$ cat src/clb_regs.svh
// Register map, field positions and reset values of the current loop block status unit.
// Assumes inclusion by bare name from files that also use the clb_pkg types.
`ifndef CLB_REGS_SVH
`define CLB_REGS_SVH

// ************************************************************
// Register byte addresses (APB, one aligned word each)
// ************************************************************
`define CLB_ADDR_STATUS      8'h00
`define CLB_ADDR_IRQ_STAT    8'h04
`define CLB_ADDR_IRQ_MASK    8'h08
`define CLB_ADDR_MODE        8'h0C
`define CLB_ADDR_ALPHA_LIM   8'h10
`define CLB_ADDR_APPLIED     8'h14
`define CLB_ADDR_BLOCK_CNT   8'h18
`define CLB_ADDR_FIRST_CAUSE 8'h1C

// ************************************************************
// Status word bit positions
// ************************************************************
`define CLB_B_ARM_OVERCUR    0
`define CLB_B_MAINS_OVERV    1
`define CLB_B_MAINS_UNDERV   2
`define CLB_B_EMF_WAIT       3
`define CLB_B_REV_FAULT      4
`define CLB_B_MODE_DEP       5
`define CLB_B_M1_FEX_TEST    6
`define CLB_B_M1_FEX_RDY     7
`define CLB_B_M2_FEX_TEST    8
`define CLB_B_M2_FEX_RDY     9
`define CLB_B_ZERO_CUR_WAIT  10
`define CLB_B_FIELD_REV      11
`define CLB_B_UNUSED         12
`define CLB_B_PLL_LIMIT      13
`define CLB_B_MAINS_NOSYNC   14
`define CLB_B_NOT_RELEASED   15

// ************************************************************
// Field layout and reset values
// ************************************************************
`define CLB_WORD_MSB         15
`define CLB_MODE_MSB         1
`define CLB_STATUS_RST       16'h0000
`define CLB_IRQ_MASK_RST     16'h0000
`define CLB_ALPHA_LIM_RST    16'h0096
`define CLB_COUNT_RST        16'h0000
`define CLB_COUNT_MAX        16'hFFFF
`define CLB_COUNT_ONE        16'h0001
`define CLB_REF_ZERO         16'h0000
`define CLB_PRDATA_ZERO      32'h0000_0000
`define CLB_ALARM_LEVEL_BLOCK 2'h3
`define CLB_SETTLE_RST       2'h0
`define CLB_SETTLE_ONE       2'h1
`define CLB_SETTLE_DONE      2'h2

`endif

$ cat src/clb_pkg.sv
// Types shared by the current loop block status unit.
// Assumes the offsets and bit positions come from clb_regs.svh.
package clb_pkg;

  // ************************************************************
  // Operating mode
  // ************************************************************
  typedef enum logic [1:0] {
    CLB_MODE_SINGLE,
    CLB_MODE_TWELVE_PULSE,
    CLB_MODE_FIELD_SUPPLY
  } clb_mode_t;

  // ************************************************************
  // Condition inputs from protection and supervision
  // ************************************************************
  typedef struct packed {
    logic       armOverCur;
    logic       mainsOverVolt;
    logic       mainsUnderVolt;
    logic       emfWait;
    logic       reversalFault;
    logic       partnerBlocked;
    logic       overVoltProt;
    logic       m1FexTestFail;
    logic       m1FexNotReady;
    logic       m2FexTestFail;
    logic       m2FexNotReady;
    logic       zeroCurWait;
    logic       fieldReversal;
    logic       pllDevLimit;
    logic       mainsNotSync;
    logic       relevantFault;
    logic       alarmActive;
    logic [1:0] alarmLevel;
  } clb_cond_t;

  // ************************************************************
  // Current reference and firing angle pair
  // ************************************************************
  typedef struct packed {
    logic [15:0] currentRef;
    logic [15:0] firingAngle;
  } clb_drive_t;

endpackage : clb_pkg

$ cat src/clb_status.sv
// Current loop block status: gathers hold-off conditions into a 16-bit status
// word, blocks the current controller while any is set, APB registers, interrupt.
// Assumes condition pins are asynchronous levels; drive request and fault
// enable come from logic on clk_sys.
//
// Overview of operation
// - Any status bit set blocks controller, zero current reference, firing angle at limit.
// - Bits 0,1,2: armature overcurrent, mains overvoltage, mains undervoltage.
// - Bit 3: waiting for back-EMF to fall to match mains voltage.
// - Bits 6 and 8: field exciter self-test failed, motor 1 or 2.
// - Bits 7 and 9: field exciter ready lost, motor 1 or 2.
// - Bit 10: waiting for armature current to reach zero.
// - Bit 11: field reversal in progress, controller held blocked.
// - Bit 13: release withheld, phase-lock deviation limit reached.
// - Bit 14: mains out of synchronism.
// - Bit 15: relevant fault or level 3 alarm, controller not released.
// - Set bit alone raises no fault message; drive state must allow it.
//
// The register addresses and register access over APB were left to the implementer.
`timescale 1ns/1ps
`include "clb_regs.svh"
module clb_status (
  input  wire logic               clk_sys,
  input  wire logic               rst,
  input  wire logic               psel,
  input  wire logic               penable,
  input  wire logic               pwrite,
  input  wire logic [7:0]         paddr,
  input  wire logic [31:0]        pwdata,
  output logic      [31:0]        prdata,
  output logic                    pready,
  output logic                    pslverr,
  input  wire clb_pkg::clb_cond_t condPin,
  input  wire clb_pkg::clb_drive_t driveReq,
  input  wire logic               driveFaultEnable,
  output clb_pkg::clb_drive_t     driveApplied,
  output logic                    ctrlBlock,
  output logic                    faultMessage,
  output logic                    irq
);

  // ************************************************************
  // Condition synchronisation
  // ************************************************************
  logic [$bits(clb_pkg::clb_cond_t)-1:0] condSyncBits;
  clb_pkg::clb_cond_t                    cond;

  clb_sync #(
    .WIDTH ($bits(clb_pkg::clb_cond_t))
  ) u_cond_sync (
    .clk_sys (clk_sys),
    .rst     (rst),
    .din     (condPin),
    .dout    (condSyncBits)
  );

  assign cond = clb_pkg::clb_cond_t'(condSyncBits);

  // ************************************************************
  // Register state
  // ************************************************************
  logic [15:0]        status_d;
  logic [15:0]        status_q;
  logic [15:0]        irqStat_d;
  logic [15:0]        irqStat_q;
  logic [15:0]        irqMask_q;
  clb_pkg::clb_mode_t mode_q;
  logic [15:0]        alphaLim_q;
  logic [15:0]        blockCnt_q;
  logic [15:0]        firstCause_q;
  logic               block_d;
  logic               wrAccess;
  logic               rdSetup;
  logic               addrHit;
  logic [1:0]         settleCnt_q;
  logic               settled;

  // ************************************************************
  // Status word assembly
  // ************************************************************
  always_comb begin
    status_d = `CLB_STATUS_RST;
    status_d[`CLB_B_ARM_OVERCUR]   = cond.armOverCur;
    status_d[`CLB_B_MAINS_OVERV]   = cond.mainsOverVolt;
    status_d[`CLB_B_MAINS_UNDERV]  = cond.mainsUnderVolt;
    status_d[`CLB_B_EMF_WAIT]      = cond.emfWait;
    status_d[`CLB_B_REV_FAULT]     = cond.reversalFault;
    unique case (mode_q)
      clb_pkg::CLB_MODE_SINGLE: begin
        status_d[`CLB_B_MODE_DEP] = 1'b0;
      end
      clb_pkg::CLB_MODE_TWELVE_PULSE: begin
        status_d[`CLB_B_MODE_DEP] = cond.partnerBlocked;
      end
      clb_pkg::CLB_MODE_FIELD_SUPPLY: begin
        status_d[`CLB_B_MODE_DEP] = cond.overVoltProt;
      end
    endcase
    status_d[`CLB_B_M1_FEX_TEST]   = cond.m1FexTestFail;
    status_d[`CLB_B_M2_FEX_TEST]   = cond.m2FexTestFail;
    status_d[`CLB_B_M1_FEX_RDY]    = cond.m1FexNotReady;
    status_d[`CLB_B_M2_FEX_RDY]    = cond.m2FexNotReady;
    status_d[`CLB_B_ZERO_CUR_WAIT] = cond.zeroCurWait;
    status_d[`CLB_B_FIELD_REV]     = cond.fieldReversal;
    status_d[`CLB_B_UNUSED]        = 1'b0;
    status_d[`CLB_B_PLL_LIMIT]     = cond.pllDevLimit;
    status_d[`CLB_B_MAINS_NOSYNC]  = cond.mainsNotSync;
    status_d[`CLB_B_NOT_RELEASED]  = cond.relevantFault
      | (cond.alarmActive & (cond.alarmLevel == `CLB_ALARM_LEVEL_BLOCK));
  end

  // Bit 12 is held zero above, so the OR cannot see it
  assign block_d = |status_d;

  always_ff @(posedge clk_sys) begin
    if (rst) begin
      status_q <= `CLB_STATUS_RST;
    end else begin
      status_q <= status_d;
    end
  end

  // ************************************************************
  // Start-up hold
  // ************************************************************
  // The synchroniser restarts from zero, so its first two outputs after
  // reset are not real samples; keep the controller blocked until they are
  always_ff @(posedge clk_sys) begin
    if (rst) begin
      settleCnt_q <= `CLB_SETTLE_RST;
    end else if (!settled) begin
      settleCnt_q <= settleCnt_q + `CLB_SETTLE_ONE;
    end
  end

  assign settled = (settleCnt_q == `CLB_SETTLE_DONE);

  // ************************************************************
  // Controller blocking
  // ************************************************************
  // Status and the forced outputs move on the same edge, so software
  // never sees a set bit while the reference still passes
  always_ff @(posedge clk_sys) begin
    if (rst) begin
      ctrlBlock                <= 1'b1;
      driveApplied.currentRef  <= `CLB_REF_ZERO;
      driveApplied.firingAngle <= `CLB_ALPHA_LIM_RST;
    end else if (block_d || !settled) begin
      ctrlBlock                <= 1'b1;
      driveApplied.currentRef  <= `CLB_REF_ZERO;
      driveApplied.firingAngle <= alphaLim_q;
    end else begin
      ctrlBlock                <= 1'b0;
      driveApplied.currentRef  <= driveReq.currentRef;
      driveApplied.firingAngle <= driveReq.firingAngle;
    end
  end

  // ************************************************************
  // Fault message gating
  // ************************************************************
  always_ff @(posedge clk_sys) begin
    if (rst) begin
      faultMessage <= 1'b0;
    end else begin
      faultMessage <= block_d & driveFaultEnable;
    end
  end

  // ************************************************************
  // Diagnostics: block count and first cause
  // ************************************************************
  // Counter saturates rather than wraps, so a stuck drive reads as busy
  always_ff @(posedge clk_sys) begin
    if (rst) begin
      blockCnt_q <= `CLB_COUNT_RST;
    end else if (block_d && !ctrlBlock && blockCnt_q != `CLB_COUNT_MAX) begin
      blockCnt_q <= blockCnt_q + `CLB_COUNT_ONE;
    end
  end

  always_ff @(posedge clk_sys) begin
    if (rst) begin
      firstCause_q <= `CLB_STATUS_RST;
    end else if (block_d && !ctrlBlock) begin
      firstCause_q <= status_d;
    end
  end

  // ************************************************************
  // APB decode
  // ************************************************************
  // Zero wait states: every access phase ends in its first cycle
  assign wrAccess = psel & penable & pwrite;
  assign rdSetup  = psel & ~penable;
  assign pready   = psel & penable;

  always_comb begin
    unique case (paddr)
      `CLB_ADDR_STATUS,
      `CLB_ADDR_IRQ_STAT,
      `CLB_ADDR_IRQ_MASK,
      `CLB_ADDR_MODE,
      `CLB_ADDR_ALPHA_LIM,
      `CLB_ADDR_APPLIED,
      `CLB_ADDR_BLOCK_CNT,
      `CLB_ADDR_FIRST_CAUSE: begin
        addrHit = 1'b1;
      end
      default: begin
        addrHit = 1'b0;
      end
    endcase
  end

  // ************************************************************
  // Writable registers
  // ************************************************************
  always_ff @(posedge clk_sys) begin
    if (rst) begin
      irqMask_q <= `CLB_IRQ_MASK_RST;
    end else if (wrAccess && paddr == `CLB_ADDR_IRQ_MASK) begin
      irqMask_q <= pwdata[`CLB_WORD_MSB:0];
    end
  end

  // Illegal mode codes are dropped so the mode stays decodable
  always_ff @(posedge clk_sys) begin
    if (rst) begin
      mode_q <= clb_pkg::CLB_MODE_SINGLE;
    end else if (wrAccess && paddr == `CLB_ADDR_MODE
                 && pwdata[`CLB_MODE_MSB:0] <= clb_pkg::CLB_MODE_FIELD_SUPPLY) begin
      mode_q <= clb_pkg::clb_mode_t'(pwdata[`CLB_MODE_MSB:0]);
    end
  end

  always_ff @(posedge clk_sys) begin
    if (rst) begin
      alphaLim_q <= `CLB_ALPHA_LIM_RST;
    end else if (wrAccess && paddr == `CLB_ADDR_ALPHA_LIM) begin
      alphaLim_q <= pwdata[`CLB_WORD_MSB:0];
    end
  end

  // ************************************************************
  // Interrupt status
  // ************************************************************
  // A new rising edge wins over a write-one-to-clear in the same cycle
  always_comb begin
    irqStat_d = irqStat_q;
    if (wrAccess && paddr == `CLB_ADDR_IRQ_STAT) begin
      irqStat_d = irqStat_d & ~pwdata[`CLB_WORD_MSB:0];
    end
    irqStat_d = irqStat_d | (status_d & ~status_q);
  end

  always_ff @(posedge clk_sys) begin
    if (rst) begin
      irqStat_q <= `CLB_STATUS_RST;
    end else begin
      irqStat_q <= irqStat_d;
    end
  end

  always_ff @(posedge clk_sys) begin
    if (rst) begin
      irq <= 1'b0;
    end else begin
      irq <= |(irqStat_d & irqMask_q);
    end
  end

  // ************************************************************
  // Read data and error, captured in the setup cycle
  // ************************************************************
  always_ff @(posedge clk_sys) begin
    if (rst) begin
      prdata <= `CLB_PRDATA_ZERO;
    end else if (rdSetup) begin
      prdata <= `CLB_PRDATA_ZERO;
      if (!pwrite) begin
        unique case (paddr)
          `CLB_ADDR_STATUS:      prdata[`CLB_WORD_MSB:0] <= status_q;
          `CLB_ADDR_IRQ_STAT:    prdata[`CLB_WORD_MSB:0] <= irqStat_q;
          `CLB_ADDR_IRQ_MASK:    prdata[`CLB_WORD_MSB:0] <= irqMask_q;
          `CLB_ADDR_MODE:        prdata[`CLB_MODE_MSB:0] <= mode_q;
          `CLB_ADDR_ALPHA_LIM:   prdata[`CLB_WORD_MSB:0] <= alphaLim_q;
          `CLB_ADDR_APPLIED:     prdata <= driveApplied;
          `CLB_ADDR_BLOCK_CNT:   prdata[`CLB_WORD_MSB:0] <= blockCnt_q;
          `CLB_ADDR_FIRST_CAUSE: prdata[`CLB_WORD_MSB:0] <= firstCause_q;
          default:               prdata <= `CLB_PRDATA_ZERO;
        endcase
      end
    end
  end

  always_ff @(posedge clk_sys) begin
    if (rst) begin
      pslverr <= 1'b0;
    end else if (rdSetup) begin
      pslverr <= ~addrHit;
    end
  end

endmodule : clb_status

$ cat src/clb_sync.sv
// Two flip-flop synchroniser for a vector of independent levels.
// Assumes each bit is a slow level; no multi-bit coherence is given.
`timescale 1ns/1ps
module clb_sync #(
  parameter int WIDTH = 1
) (
  input  wire logic             clk_sys,
  input  wire logic             rst,
  input  wire logic [WIDTH-1:0] din,
  output logic      [WIDTH-1:0] dout
);

  logic [WIDTH-1:0] stage1_q;

  // First stage feeds only the second
  always_ff @(posedge clk_sys) begin
    if (rst) begin
      stage1_q <= '0;
      dout     <= '0;
    end else begin
      stage1_q <= din;
      dout     <= stage1_q;
    end
  end

endmodule : clb_sync

$ cat config.mk
export PLATFORM = sky130hd
export DESIGN_NAME = clb_status
export DESIGN_NICKNAME = d
export VERILOG_FILES = /design/src/clb_pkg.sv /design/src/clb_status.sv /design/src/clb_sync.sv
export VERILOG_INCLUDE_DIRS = /design/src /design/src/src
export SDC_FILE = /design/constraint.sdc
export NUM_CORES = 1
export LEC_CHECK = 0
export BUFFER_PORTS_ARGS = -buffer_cell sky130_fd_sc_hd__clkbuf_2
export CAP_MARGIN = 0
export CORE_MARGIN = 1
export CORE_UTILIZATION = 45
export CTS_CLUSTER_DIAMETER = 80
export DETAILED_ROUTE_END_ITERATION = 16
export PLACE_DENSITY = 0.68
export SYNTH_ARGS = -nofsm -noshare
export SYNTH_HDL_FRONTEND = slang
export SYNTH_SLANG_ARGS = --single-unit
$ cat constraint.sdc
create_clock -name clk_sys -period 6.4 [get_ports clk_sys]
set_clock_uncertainty 0.15 [all_clocks]
set_input_delay 0.32 -clock clk_sys [delete_from_list [all_inputs] [get_ports clk_sys]]
set_output_delay 0.32 -clock clk_sys [all_outputs]
set_load 0.01 [all_outputs]
Yosys cells after proc, flatten, opt, wreduce, memory -nomap -nowiden --
Memories as Yosys holds them, arrays and structs flattened. Index checks and enable logic that the tools add are counted.
Word-level totals: memories kept 1, ROM bits 32, input bits 97, output and inout port bits 69, register bits 205, logic and storage cells 73, latch bits 0, RAM bits 0
Memories:
- (name not given) | words 32, bits a word 1, read ports 1, clocked after Yosys merged registers in 0, write ports 0, RTL line clb_status.sv:199 | unique case (paddr)
Operators by class: bitwise logic cells 14, multiply operators 0, shifts and indexed selects 0, multiplexer cells 9, reduce and logical (&&, ||, !) cells 16, divide/modulo/power cells 0, equal/unequal tests 12, order comparisons 1, $add $sub $neg 2
Operators with widths (count):
- 14-bit case mux with 7 select lines | 1
- 16-bit AND | 3
- 16-bit 2-to-1 mux | 3
- 8-bit by 5-bit equality test with 1-bit output (second input constant) | 4
- 32-bit 2-to-1 mux | 1
- 16-bit inverter | 2
- 16-bit by 1-bit adder with 16-bit output (second input constant) | 1
- 8-bit by 4-bit equality test with 1-bit output (second input constant) | 2
- 16-bit inequality test (second input constant) | 1
- 16-bit OR | 1
- 2-bit case mux with 8 select lines | 1
- 16-bit OR reduction | 1
- 15-bit OR reduction | 1
- 8-bit by 3-bit equality test with 1-bit output (second input constant) | 1
- 8-bit logical NOT | 1
- 1-bit logical AND | 7
- 2-bit equality test (second input constant) | 3
- 1-bit AND | 5
- 3-bit logical NOT | 1
- 1-bit case mux with 3 select lines | 1
- 2-bit by 1-bit adder with 2-bit output (second input constant) | 1
- 2-bit by 1-bit equality test with 1-bit output (second input constant) | 1
- 2-bit less-or-equal comparator (second input constant) | 1
- 1-bit logical NOT | 2
- 6 further kinds | 8

Logic depth before layout (Yosys ltp) --
Gate-level depths: netlist (run 1).
depth after elaboration 7, gate-level depth with buffers 10, mapped depth without buffers 8

Cells and area by module --
A second synthesis (run 1) with hierarchy kept.
Unflattened totals: cells, all modules 919, area, all modules 8252.9 sq um
Modules (own cells, without submodules):
- clb_status | cells an instance 839, times used 1, seq. area each 3323.2 sq um, area an instance 7040.5 sq um
- clb_sync | cells an instance 80, times used 1, seq. area each 760.7 sq um, area an instance 1212.4 sq um

Worst setup path before layout (run 1) --
Ideal clock, no wire load.
path kind flip-flop to flip-flop, from register mode_q[0], to register driveApplied[10] (netlist name), arrival 1.849 ns, path buffers 2, stages on the path, launching flop included 10, path slack 4.273 ns, clock period less this slack 2.127 ns, setup time 0.128 ns, data required time 6.122 ns, cells stage by stage dfxtp_1 > inv_1 > ha_1 > a22oi_1 > o21a_1 > and3_1 > buf_2 > buf_4 > mux2i_1 > nor2_1
Between the ends: cells in the longest elaborated chain, start to end 5, elaborated cells on any way between the ends 7, those cells by class eq/ne: 2; mux: 2; reduce/logical: 3
Ends and longest elaborated chain:
- start, declared | RTL line clb_status.sv:67 | clb_pkg::clb_mode_t mode_q;
- start signal, assigned | RTL line clb_status.sv:230 | mode_q <= clb_pkg::CLB_MODE_SINGLE;
- start signal, assigned | RTL line clb_status.sv:233 | mode_q <= clb_pkg::clb_mode_t'(pwdata[`CLB_MODE_MSB:0]);
- 2-bit equality test (tied with other cells) | RTL line clb_status.sv:88 | unique case (mode_q)
- 1-bit case mux with 3 select lines * | RTL line clb_status.sv:88
- 15-bit OR reduction * | RTL line clb_status.sv:113 | assign block_d = |status_d;
- 1-bit logical OR * | RTL line clb_status.sv:148 | end else if (block_d || !settled) begin
- 16-bit 2-to-1 mux * | RTL line clb_status.sv:148
- end, declared | RTL line clb_status.sv:36 | output clb_pkg::clb_drive_t driveApplied,
Every way passes the cells marked *; elsewhere a longest branch is shown, timed or not. A chain may end at the register's enable or synchronous reset.

Worst setup path after layout (run 1) --
from input paddr[2], to register irq
Between the ends: cells in the longest elaborated chain, start to end 6
Ends and longest elaborated chain:
- start, declared | RTL line clb_status.sv:28 | input wire logic [7:0] paddr,
- 8-bit by 3-bit equality test with 1-bit output
- 1-bit logical AND (no line)
- 16-bit 2-to-1 mux | RTL line clb_status.sv:251 | if (wrAccess && paddr == `CLB_ADDR_IRQ_STAT) begin
- 16-bit OR | RTL line clb_status.sv:254 | irqStat_d = irqStat_d | (status_d & ~status_q);
- 16-bit AND | RTL line clb_status.sv:269 | irq <= |(irqStat_d & irqMask_q);
- 16-bit OR reduction | RTL line clb_status.sv:269
- end signal, assigned | RTL line clb_status.sv:269
- end, declared | RTL line clb_status.sv:39 | output logic irq
No other way between the ends.

==> results of run 1 <==
sequential cells by signal, summed over array words and instances, names as in the netlist, 2 cells and up:
name	count
driveApplied	32
prdata	32
u_cond_sync.dout	19
u_cond_sync.stage1_q	19
alphaLim_q	16
blockCnt_q	16
irqMask_q	16
irqStat_q	16
firstCause_q	15
status_q	15
mode_q	2
settleCnt_q	2
routing by layer:
layer / global-route usage / part of all wire / up-vias
li1: - / - / 3594
met1: 0.331 / 0.42 / 3471
met2: 0.421 / 0.47 / 279
met3: 0.0515 / 0.067 / 59
met4: 0.120 / 0.042 / 0
met5: 0 / 0 / -
synthesized netlist by cell type (2+ instances only):
| cell type | n |
|---|---|
| a22oi_1 | 35 |
| mux2i_1 | 25 |
| o22ai_1 | 12 |
| and3_1 | 6 |
| buf_2 | 15 |
| nor2b_1 | 62 |
| xor2_1 | 4 |
| mux2_2 | 4 |
| nor3_1 | 15 |
| o2111a_1 | 2 |
| a222oi_1 | 6 |
| nor2_1 | 91 |
| clkbuf_1 | 41 |
| a31oi_1 | 8 |
| nand4_1 | 5 |
| xnor2_1 | 12 |
| buf_6 | 2 |
| dfxtp_1 | 204 |
| buf_1 | 3 |
| and2_1 | 19 |
| ha_1 | 4 |
| nor3b_1 | 2 |
| nand2b_1 | 10 |
| a211o_1 | 4 |
| and4_1 | 3 |
| nand2_1 | 126 |
| nor4_2 | 2 |
| nor4b_1 | 3 |
| buf_4 | 3 |
| a21oi_1 | 98 |
| o21ai_0 | 20 |
| a311oi_1 | 2 |
| nor4_1 | 7 |
| inv_1 | 16 |
| nand3b_1 | 4 |
| nand3_1 | 39 |
logic make-up after synthesis:
family / share of synthesized area
DFF: 0.502
buffers and inverters: 0.0424
muxes: 0.0390
and+or+nand+nor: 0.244
xor gates and xnor gates: 0.0172
AOI/OAI and AO/OA: 0.149
adders and majority gates: 0.00615
report_power, final:
part | internal [µW] | leakage, µW | switching, µW
clock | 768 | 0.000369 | 517
combinational | 91.2 | 0.00195 | 110
sequential | 1300 | 0.00166 | 19.3
total | 2160 | 0.00397 | 646
per-stage QoR:
| stage | setup slack [ns] | hold WS [ns] |
|---|---|---|
| 6_report | 3.29 | 0.0850 |
| 2_1_floorplan | 4.27 | 0.264 |
| 3_3_place_gp | 2.85 | 0.270 |
| 3_5_place_dp | 2.89 | 0.270 |
| 4_1_cts | 3.42 | 0.0779 |
| 5_1_grt | 3.23 | 0.0839 |
tightest hold or removal path, stage by stage:
cell,delay (ns)
clkbuf_2,0.10
nor2_1,0.08
o2111ai_1,0.13
a21oi_1,0.08
layout make-up:
type	count	area, µm²	area share
flip-flops and latches	204	4080	0.393
multi-input cells	652	3710	0.357
repair buffers	226	1500	0.144
clock buffers	33	672	0.0647
well taps	225	282	0.0271
clock inverters	7	77.6	0.00747
inverters	16	60.1	0.00578
worst max path at each step:
stage,startpoint,to,slack [ns],cells after the start
6_report,paddr[2],irq,3.29,8
5_1_grt,paddr[2],irq,3.23,8
4_1_cts,paddr[2],irq,3.42,8
3_5_place_dp,paddr[2],irq,2.89,8
3_3_place_gp,paddr[2],irq,2.85,8
2_1_floorplan,mode_q[0],driveApplied[10],4.27,9
==> metrics.log, run 1 <==
[metrics] run status: complete, no violations
[metrics] number of global-route vias before repair: 6991
[metrics] Hold EP: prdata[1]
[metrics] VDD IR max: 0.185 mV
[metrics] total number of vias: 7403
[metrics] fin util: 0.594
[metrics] endpoint type of the worst setup path: flip-flop
[metrics] DR WL/cell: 17.8 µm
[metrics] setup repair after global routing missed its margin: no
[metrics] sequence of cells on the critical path: clkbuf_2, nor4b_4, buf_4, and3_1, a31oi_1, a311oi_1, o2111a_1, a31oi_1
[metrics] fraction of final layout cells sized beyond drive strength 1: 0.184
[metrics] final worst path period share: 0.485
[metrics] largest incremental delay on the critical path: 0.72 ns
[metrics] maximum number of pins on one net before global-route repair: 100
[metrics] remaining antenna violation count: 0
[metrics] starting density of the core: 0.466
[metrics] number of flops mapped to enable cells by yosys: 0
[metrics] height of the chip: 136 µm
[metrics] maximum clock frequency: 0.322 GHz
[metrics] kind of critical path: primary input to flip-flop
[metrics] total non-filler cell area in the finished layout: 10400 µm²
[metrics] depth of the CTS H-tree: 1
[metrics] horizontal die dimension: 136 µm
[metrics] data required time at the worst endpoint: 6.59 ns
[metrics] HPWL after detailed placement: 15900 µm
[metrics] delay-heaviest family, CP: simple AND/OR/NAND/NOR gates
[metrics] DRC violation total after the first TritonRoute iteration: 608
[metrics] Gate Count Post-Synth: 936
[metrics] number of gates given a new drive strength after cts: 0
[metrics] initial antenna violation count: 0
[metrics] final total negative setup slack: 0 ns
[metrics] post-synthesis instance area: 8140 µm²
[metrics] cell repeated most along the worst path: a31oi_1
[metrics] Max-Cap Viols: 0
[metrics] hold violation count in the final report: 0
[metrics] final antenna diode count: 0
[metrics] crit start category: primary input
[metrics] hold-fix buffer count after cts: 68
[metrics] worst skew pair latency: 0.51 ns
[metrics] max-slew violation count: 0
[metrics] combined buffer and inverter count along the critical path: 2
[metrics] endpoints failing setup: 0
[metrics] routed via count divided by cell count: 5.43
[metrics] I/O pins: 166
[metrics] top area cells in the synthesized netlist: dfxtp_1 50%, a21oi_1 6.0%, nand2_1 5.8%
[metrics] clock tree from TritonCTS: done
[metrics] standard cell area after detailed placement: 8950 µm²
[metrics] Post-Layout Cell Count: 1363
[metrics] first-pass GRT wire length: 37000 µm
[metrics] Area Overhead vs Synth: 27.6%
[metrics] maximum fanout encountered on the critical timing path: 25
[metrics] syn_area_per_cell: 8.70 µm²
[metrics] power per standard cell area: 270 nW/µm²
[metrics] most frequent cells in the layout: 204 x dfxtp_1, 148 x clkbuf_2, 126 x nand2_1
[metrics] total of flip-flops plus latches after synthesis: 204
[metrics] post-synth top area share: 0.502
[metrics] Longest Clk Path Bufs: 3
[metrics] Std-Cell Rows: 48
[metrics] capture point of the worst reg-to-reg path: blockCnt_q[0]
[metrics] critical path arrival: 3.30 ns
[metrics] syn_nets: 1037
[metrics] overall power: 2810 µW
[metrics] number of filler cells placed in the layout: 1544
[metrics] worst min-delay path class: primary input to flip-flop
[metrics] most common cell after layout, fill and taps aside: dfxtp_1
[metrics] post-synthesis sequential area ratio: 0.502
[metrics] startpoint of the most critical register-to-register path: mode_q[1]
[metrics] final-stage net count: 1223
[metrics] drt pass-1 iters: 5
[metrics] TritonCTS buffer count: 22
[metrics] WL final: 24200 µm
[metrics] clock tree root driver cell: clkbuf_16
[metrics] Max transition margin: 0.203
[metrics] launch point of the worst hold path: pwrite
[metrics] Post-CTS Setup Bufs: 0
[metrics] Unique masters post-synth: 58
[metrics] Inst Count DP: 1255
[metrics] number of input and output port buffers inserted: 149
[metrics] proportion of register bits with asynchronous set or reset after synthesis: 0
[metrics] Worst Reg-to-Reg Cells: 8
[metrics] cell accounting for the most synthesized area: dfxtp_1
[metrics] aggregate global-route resource usage: 0.260
[metrics] number of design rule violations left after detail routing: 0
[metrics] Worst Tran Pin Value: 1.19 ns
[metrics] Slowest cell on crit path: and3_1
[metrics] Placer Congestion: 0.919
[metrics] clock sinks: 204
[metrics] Core Footprint: 17500 µm²
[metrics] leakage power summed over all cells: 0.00397 µW
[metrics] commonest register cell after synthesis: dfxtp_1
[metrics] depth of the worst hold-timing path: 4
[metrics] area enclosed by the die boundary: 18600 µm²
[metrics] worst reg2reg setup slack: 3.68 ns
[metrics] Tmin final: 3.11 ns
[metrics] clock-pin transition on the worst setup and hold timing paths: 0.06 ns
[metrics] overflow left after global routing: 0
[metrics] Warnings, synthesis: 0
Note: power is estimated with default switching activity, not from simulation.
==> run 2: changes to the inputs <==
ABC_AREA = 1   (was unset)
PLACE_DENSITY = 0.7   (was 0.68)
clock period = 2.6 ns   (was 6.4 ns; I/O delays follow)
==> metrics.log, run 2 <==
[metrics] run status: complete, no violations
[metrics] cell repeated most along the worst path: nand2_1
[metrics] initial antenna violation count: 0 (unchanged)
[metrics] clock tree from TritonCTS: done
[metrics] final worst path period share: 0.892
[metrics] Max-Cap Viols: 0 (unchanged)
[metrics] number of input and output port buffers inserted: 149 (unchanged)
[metrics] most frequently used cell type in the post-synthesis netlist: nand2_1
[metrics] proportion of register bits with asynchronous set or reset after synthesis: 0 (unchanged)
[metrics] data required time at the worst endpoint: 2.89 ns (-3.70 ns)
[metrics] leakage power summed over all cells: 0.00479 µW (+21%)
[metrics] largest incremental delay on the critical path: 0.48 ns (-0.24 ns)
[metrics] number of flops mapped to enable cells by yosys: 0 (unchanged)
[metrics] Unique masters post-synth: 35 (-40%)
[metrics] area enclosed by the die boundary: 19000 µm² (+1.8%)
[metrics] Std-Cell Rows: 49 (+2.1%)
[metrics] area of combinational cells with multiple inputs: 3480 µm² (-6.1%)
[metrics] Placer Congestion: 0.890 (-3.1%)
[metrics] worst setup margin: 0.280 ns (-3.01 ns)
[metrics] Longest Clk Path Bufs: 3 (unchanged)
[metrics] clock sinks: 204 (unchanged)
[metrics] Gate Count Post-Synth: 1128 (+21%)
[metrics] remaining antenna violation count: 0 (unchanged)
[metrics] endpoint type of the worst setup path: flip-flop
[metrics] top area cells in the synthesized netlist: dfxtp_1 49%, nand2_1 12%, nor2_1 7.1%
[metrics] final antenna diode count: 0 (unchanged)
[metrics] number of filler cells placed in the layout: 1646 (+6.6%)
[metrics] drt pass-1 iters: 5 (unchanged)
[metrics] maximum fanout encountered on the critical timing path: 14 (-44%)
[metrics] Post-Layout Cell Count: 1596 (+17%)
[metrics] depth of the worst hold-timing path: 9 (+5)
[metrics] DR WL/cell: 14.8 µm (-17%)
[metrics] pre-CTS setup slack: 0.325 ns (-2.57 ns)
[metrics] number of gates given a new drive strength after cts: 0 (unchanged)
[metrics] clock-pin transition on the worst setup and hold timing paths: 0.06 ns (about the same)
[metrics] maximum clock frequency: 0.431 GHz
[metrics] Warnings, synthesis: 0 (unchanged)
[metrics] endpoints failing setup: 0 (unchanged)
[metrics] post-synth top area share: 0.493 (-0.00924)
[metrics] most frequent cells in the layout: 263 x nand2_1, 204 x dfxtp_1, 156 x nor2_1
[metrics] Worst Reg-to-Reg Cells: 10 (+2)
[metrics] launch point of the worst hold path: psel
[metrics] Max transition margin: 0.535 (+0.331)
[metrics] total of flip-flops plus latches after synthesis: 204 (unchanged)
[metrics] largest registers: driveApplied: 32 flops, prdata: 32 flops
[metrics] final total negative setup slack: 0 ns (unchanged)
[metrics] fraction of final layout cells sized beyond drive strength 1: 0.189 (+0.00581)
[metrics] Core Footprint: 18000 µm² (+3.1%)
[metrics] clock tree root driver cell: clkbuf_16
[metrics] Area Overhead vs Synth: 30.6%
[metrics] fin util: 0.601 (+0.00644)
[metrics] syn_area_per_cell: 7.35 µm² (-15%)
[metrics] power per standard cell area: 662 nW/µm² (+140%)
[metrics] syn_nets: 1229 (+19%)
[metrics] total number of vias: 7822 (+5.7%)
[metrics] horizontal die dimension: 138 µm (+0.92%)
[metrics] Worst Tran Pin Value: 0.697 ns (-0.489 ns)
[metrics] Inst Count DP: 1480 (+18%)
[metrics] I/O pins: 166 (unchanged)
[metrics] VDD IR max: 0.484 mV (+160%)
[metrics] total non-filler cell area in the finished layout: 10800 µm² (+4.3%)
[metrics] crit start category: flip-flop
[metrics] DRC violation total after the first TritonRoute iteration: 591 (-2.8%)
[metrics] register area: 4080 µm² (unchanged)
[metrics] worst skew pair latency: 0.50 ns (about the same)
[metrics] HPWL after detailed placement: 16100 µm (+0.85%)
[metrics] overflow left after global routing: 0 (unchanged)
[metrics] cell accounting for the most synthesized area: dfxtp_1
[metrics] most common cell after layout, fill and taps aside: nand2_1
[metrics] capture point of the worst reg-to-reg path: driveApplied[4]
[metrics] startpoint of the most critical register-to-register path: mode_q[0]
[metrics] maximum number of pins on one net before global-route repair: 67 (-33%)
[metrics] worst min-delay path class: primary input to flip-flop
[metrics] most instantiated cells after synthesis: 263 x nand2_1, 204 x dfxtp_1, 156 x nor2_1
[metrics] WL final: 23700 µm (-2.3%)
[metrics] hold violation count in the final report: 0 (unchanged)
[metrics] standard cell area after detailed placement: 9260 µm² (+3.4%)
[metrics] sequence of cells on the critical path: inv_1, ha_1, a22o_1, nand2_1, nand2_1, nor2_2, nand2_1, nand2_1, nor2_1, nor2_1
[metrics] post-synthesis instance area: 8290 µm² (+1.9%)
[metrics] number of design rule violations left after detail routing: 0 (unchanged)
[metrics] routed via count divided by cell count: 4.90 (-9.8%)
[metrics] depth of the CTS H-tree: 1 (unchanged)
[metrics] max-slew violation count: 0 (unchanged)
[metrics] starting density of the core: 0.460 (-0.00569)
[metrics] post-synthesis sequential area ratio: 0.493 (-0.00924)
[metrics] setup repair after global routing missed its margin: no
[metrics] aggregate global-route resource usage: 0.249 (-0.0104)
[metrics] commonest register cell after synthesis: dfxtp_1
[metrics] Tmin final: 2.32 ns
[metrics] TritonCTS buffer count: 23 (+4.5%)
[metrics] kind of critical path: flip-flop to flip-flop
[metrics] delay-heaviest family, CP: simple AND/OR/NAND/NOR gates
[metrics] worst reg2reg setup slack: 0.28 ns (-3.40 ns)
[metrics] height of the chip: 138 µm (+0.92%)
[metrics] Slowest cell on crit path: nand2_1
[metrics] final-stage net count: 1452 (+19%)
[metrics] Hold EP: prdata[4]
[metrics] critical path arrival: 2.61 ns (-0.69 ns)
[metrics] combined buffer and inverter count along the critical path: 1 (-1)
[metrics] number of global-route vias before repair: 7209 (+3.1%)
[metrics] first-pass GRT wire length: 36500 µm (-1.2%)
run 2: cell count changes after synthesis, sizes merged, moves of 16 or more:
cell / previous run / this run
a22oi: 35 / 0
and2: 19 / 0
clkbuf: 41 / 25
inv: 16 / 134
mux2i: 25 / 0
nand2: 126 / 277
nand3: 39 / 55
nor2: 92 / 169
nor2b: 62 / 0
o21ai: 21 / 93
run 2: cell type report:
| class | count | area share |
|---|---|---|
| Clock buffer | 29 | 0.0580 |
| Tap cell | 229 | 0.0265 |
| Sequential cell | 204 | 0.377 |
| Clock inverter | 12 | 0.0178 |
| Timing Repair Buffer | 244 | 0.152 |
| Inverter | 134 | 0.0465 |
| Multi-Input combinational cell | 744 | 0.322 |
run 2: layer usage:
metal	vias to the layer above	GRT usage	routed length, µm	part of all wire
met2	260	0.408	11000	0.46
met1	3521	0.341	10700	0.45
met5	-	0	0	0
li1	3991	-	-	-
met4	0	0.0785	574	0.024
met3	50	0.0291	1450	0.061
run 2: worst max-delay path by stage:
stage	start	slack (ns)	depth (start not counted)	endpoint
after CTS	mode_q[0]	0.32	11	driveApplied[1]
after global routing	mode_q[0]	0.10	11	driveApplied[1]
final	mode_q[0]	0.28	10	driveApplied[4]
after detailed placement	mode_q[0]	0.32	11	driveApplied[1]
after global placement	mode_q[0]	0.40	11	driveApplied[7]
after floorplan	mode_q[0]	0.70	12	driveApplied[2]
run 2: repair_timing:
item / in CTS / in global routing
hold buffers: 75 / 0
setup buffers: 0 / 0
endpoints found under the hold margin: 133 / 0
run 2: worst min-delay path, stage by stage:
cell and delay (ns):
clkbuf_2 0.09, inv_1 0.06, nor2_2 0.04, inv_2 0.04
nor2_1 0.04, inv_2 0.09, a31oi_4 0.10, nand2_2 0.08
a21oi_2 0.04
run 2: per-stage QoR:
step	hold slack, ns	power (µW)
6_report	0.102	7170
3_3_place_gp	0.172	3650
5_1_grt	0.155	7410
3_5_place_dp	0.175	3660
4_1_cts	0.0905	7200
2_1_floorplan	0.0831	3500
run 2: report_power, final:
part	internal, µW	leakage [µW]	switching [µW]
registers	3200	0.00166	32.5
logic	199	0.00274	251
clock network	2200	0.000395	1280
total	5600	0.00479	1570
run 2: cell families after synthesis:
group | count (synthesis) | synth area share
AOI/OAI and AO/OA | 204 | 0.131
DFF | 204 | 0.493
xor gates and xnor gates | 12 | 0.0127
buffers and inverters | 180 | 0.0874
adders and majority gates | 4 | 0.00604
and+or+nand+nor | 524 | 0.271
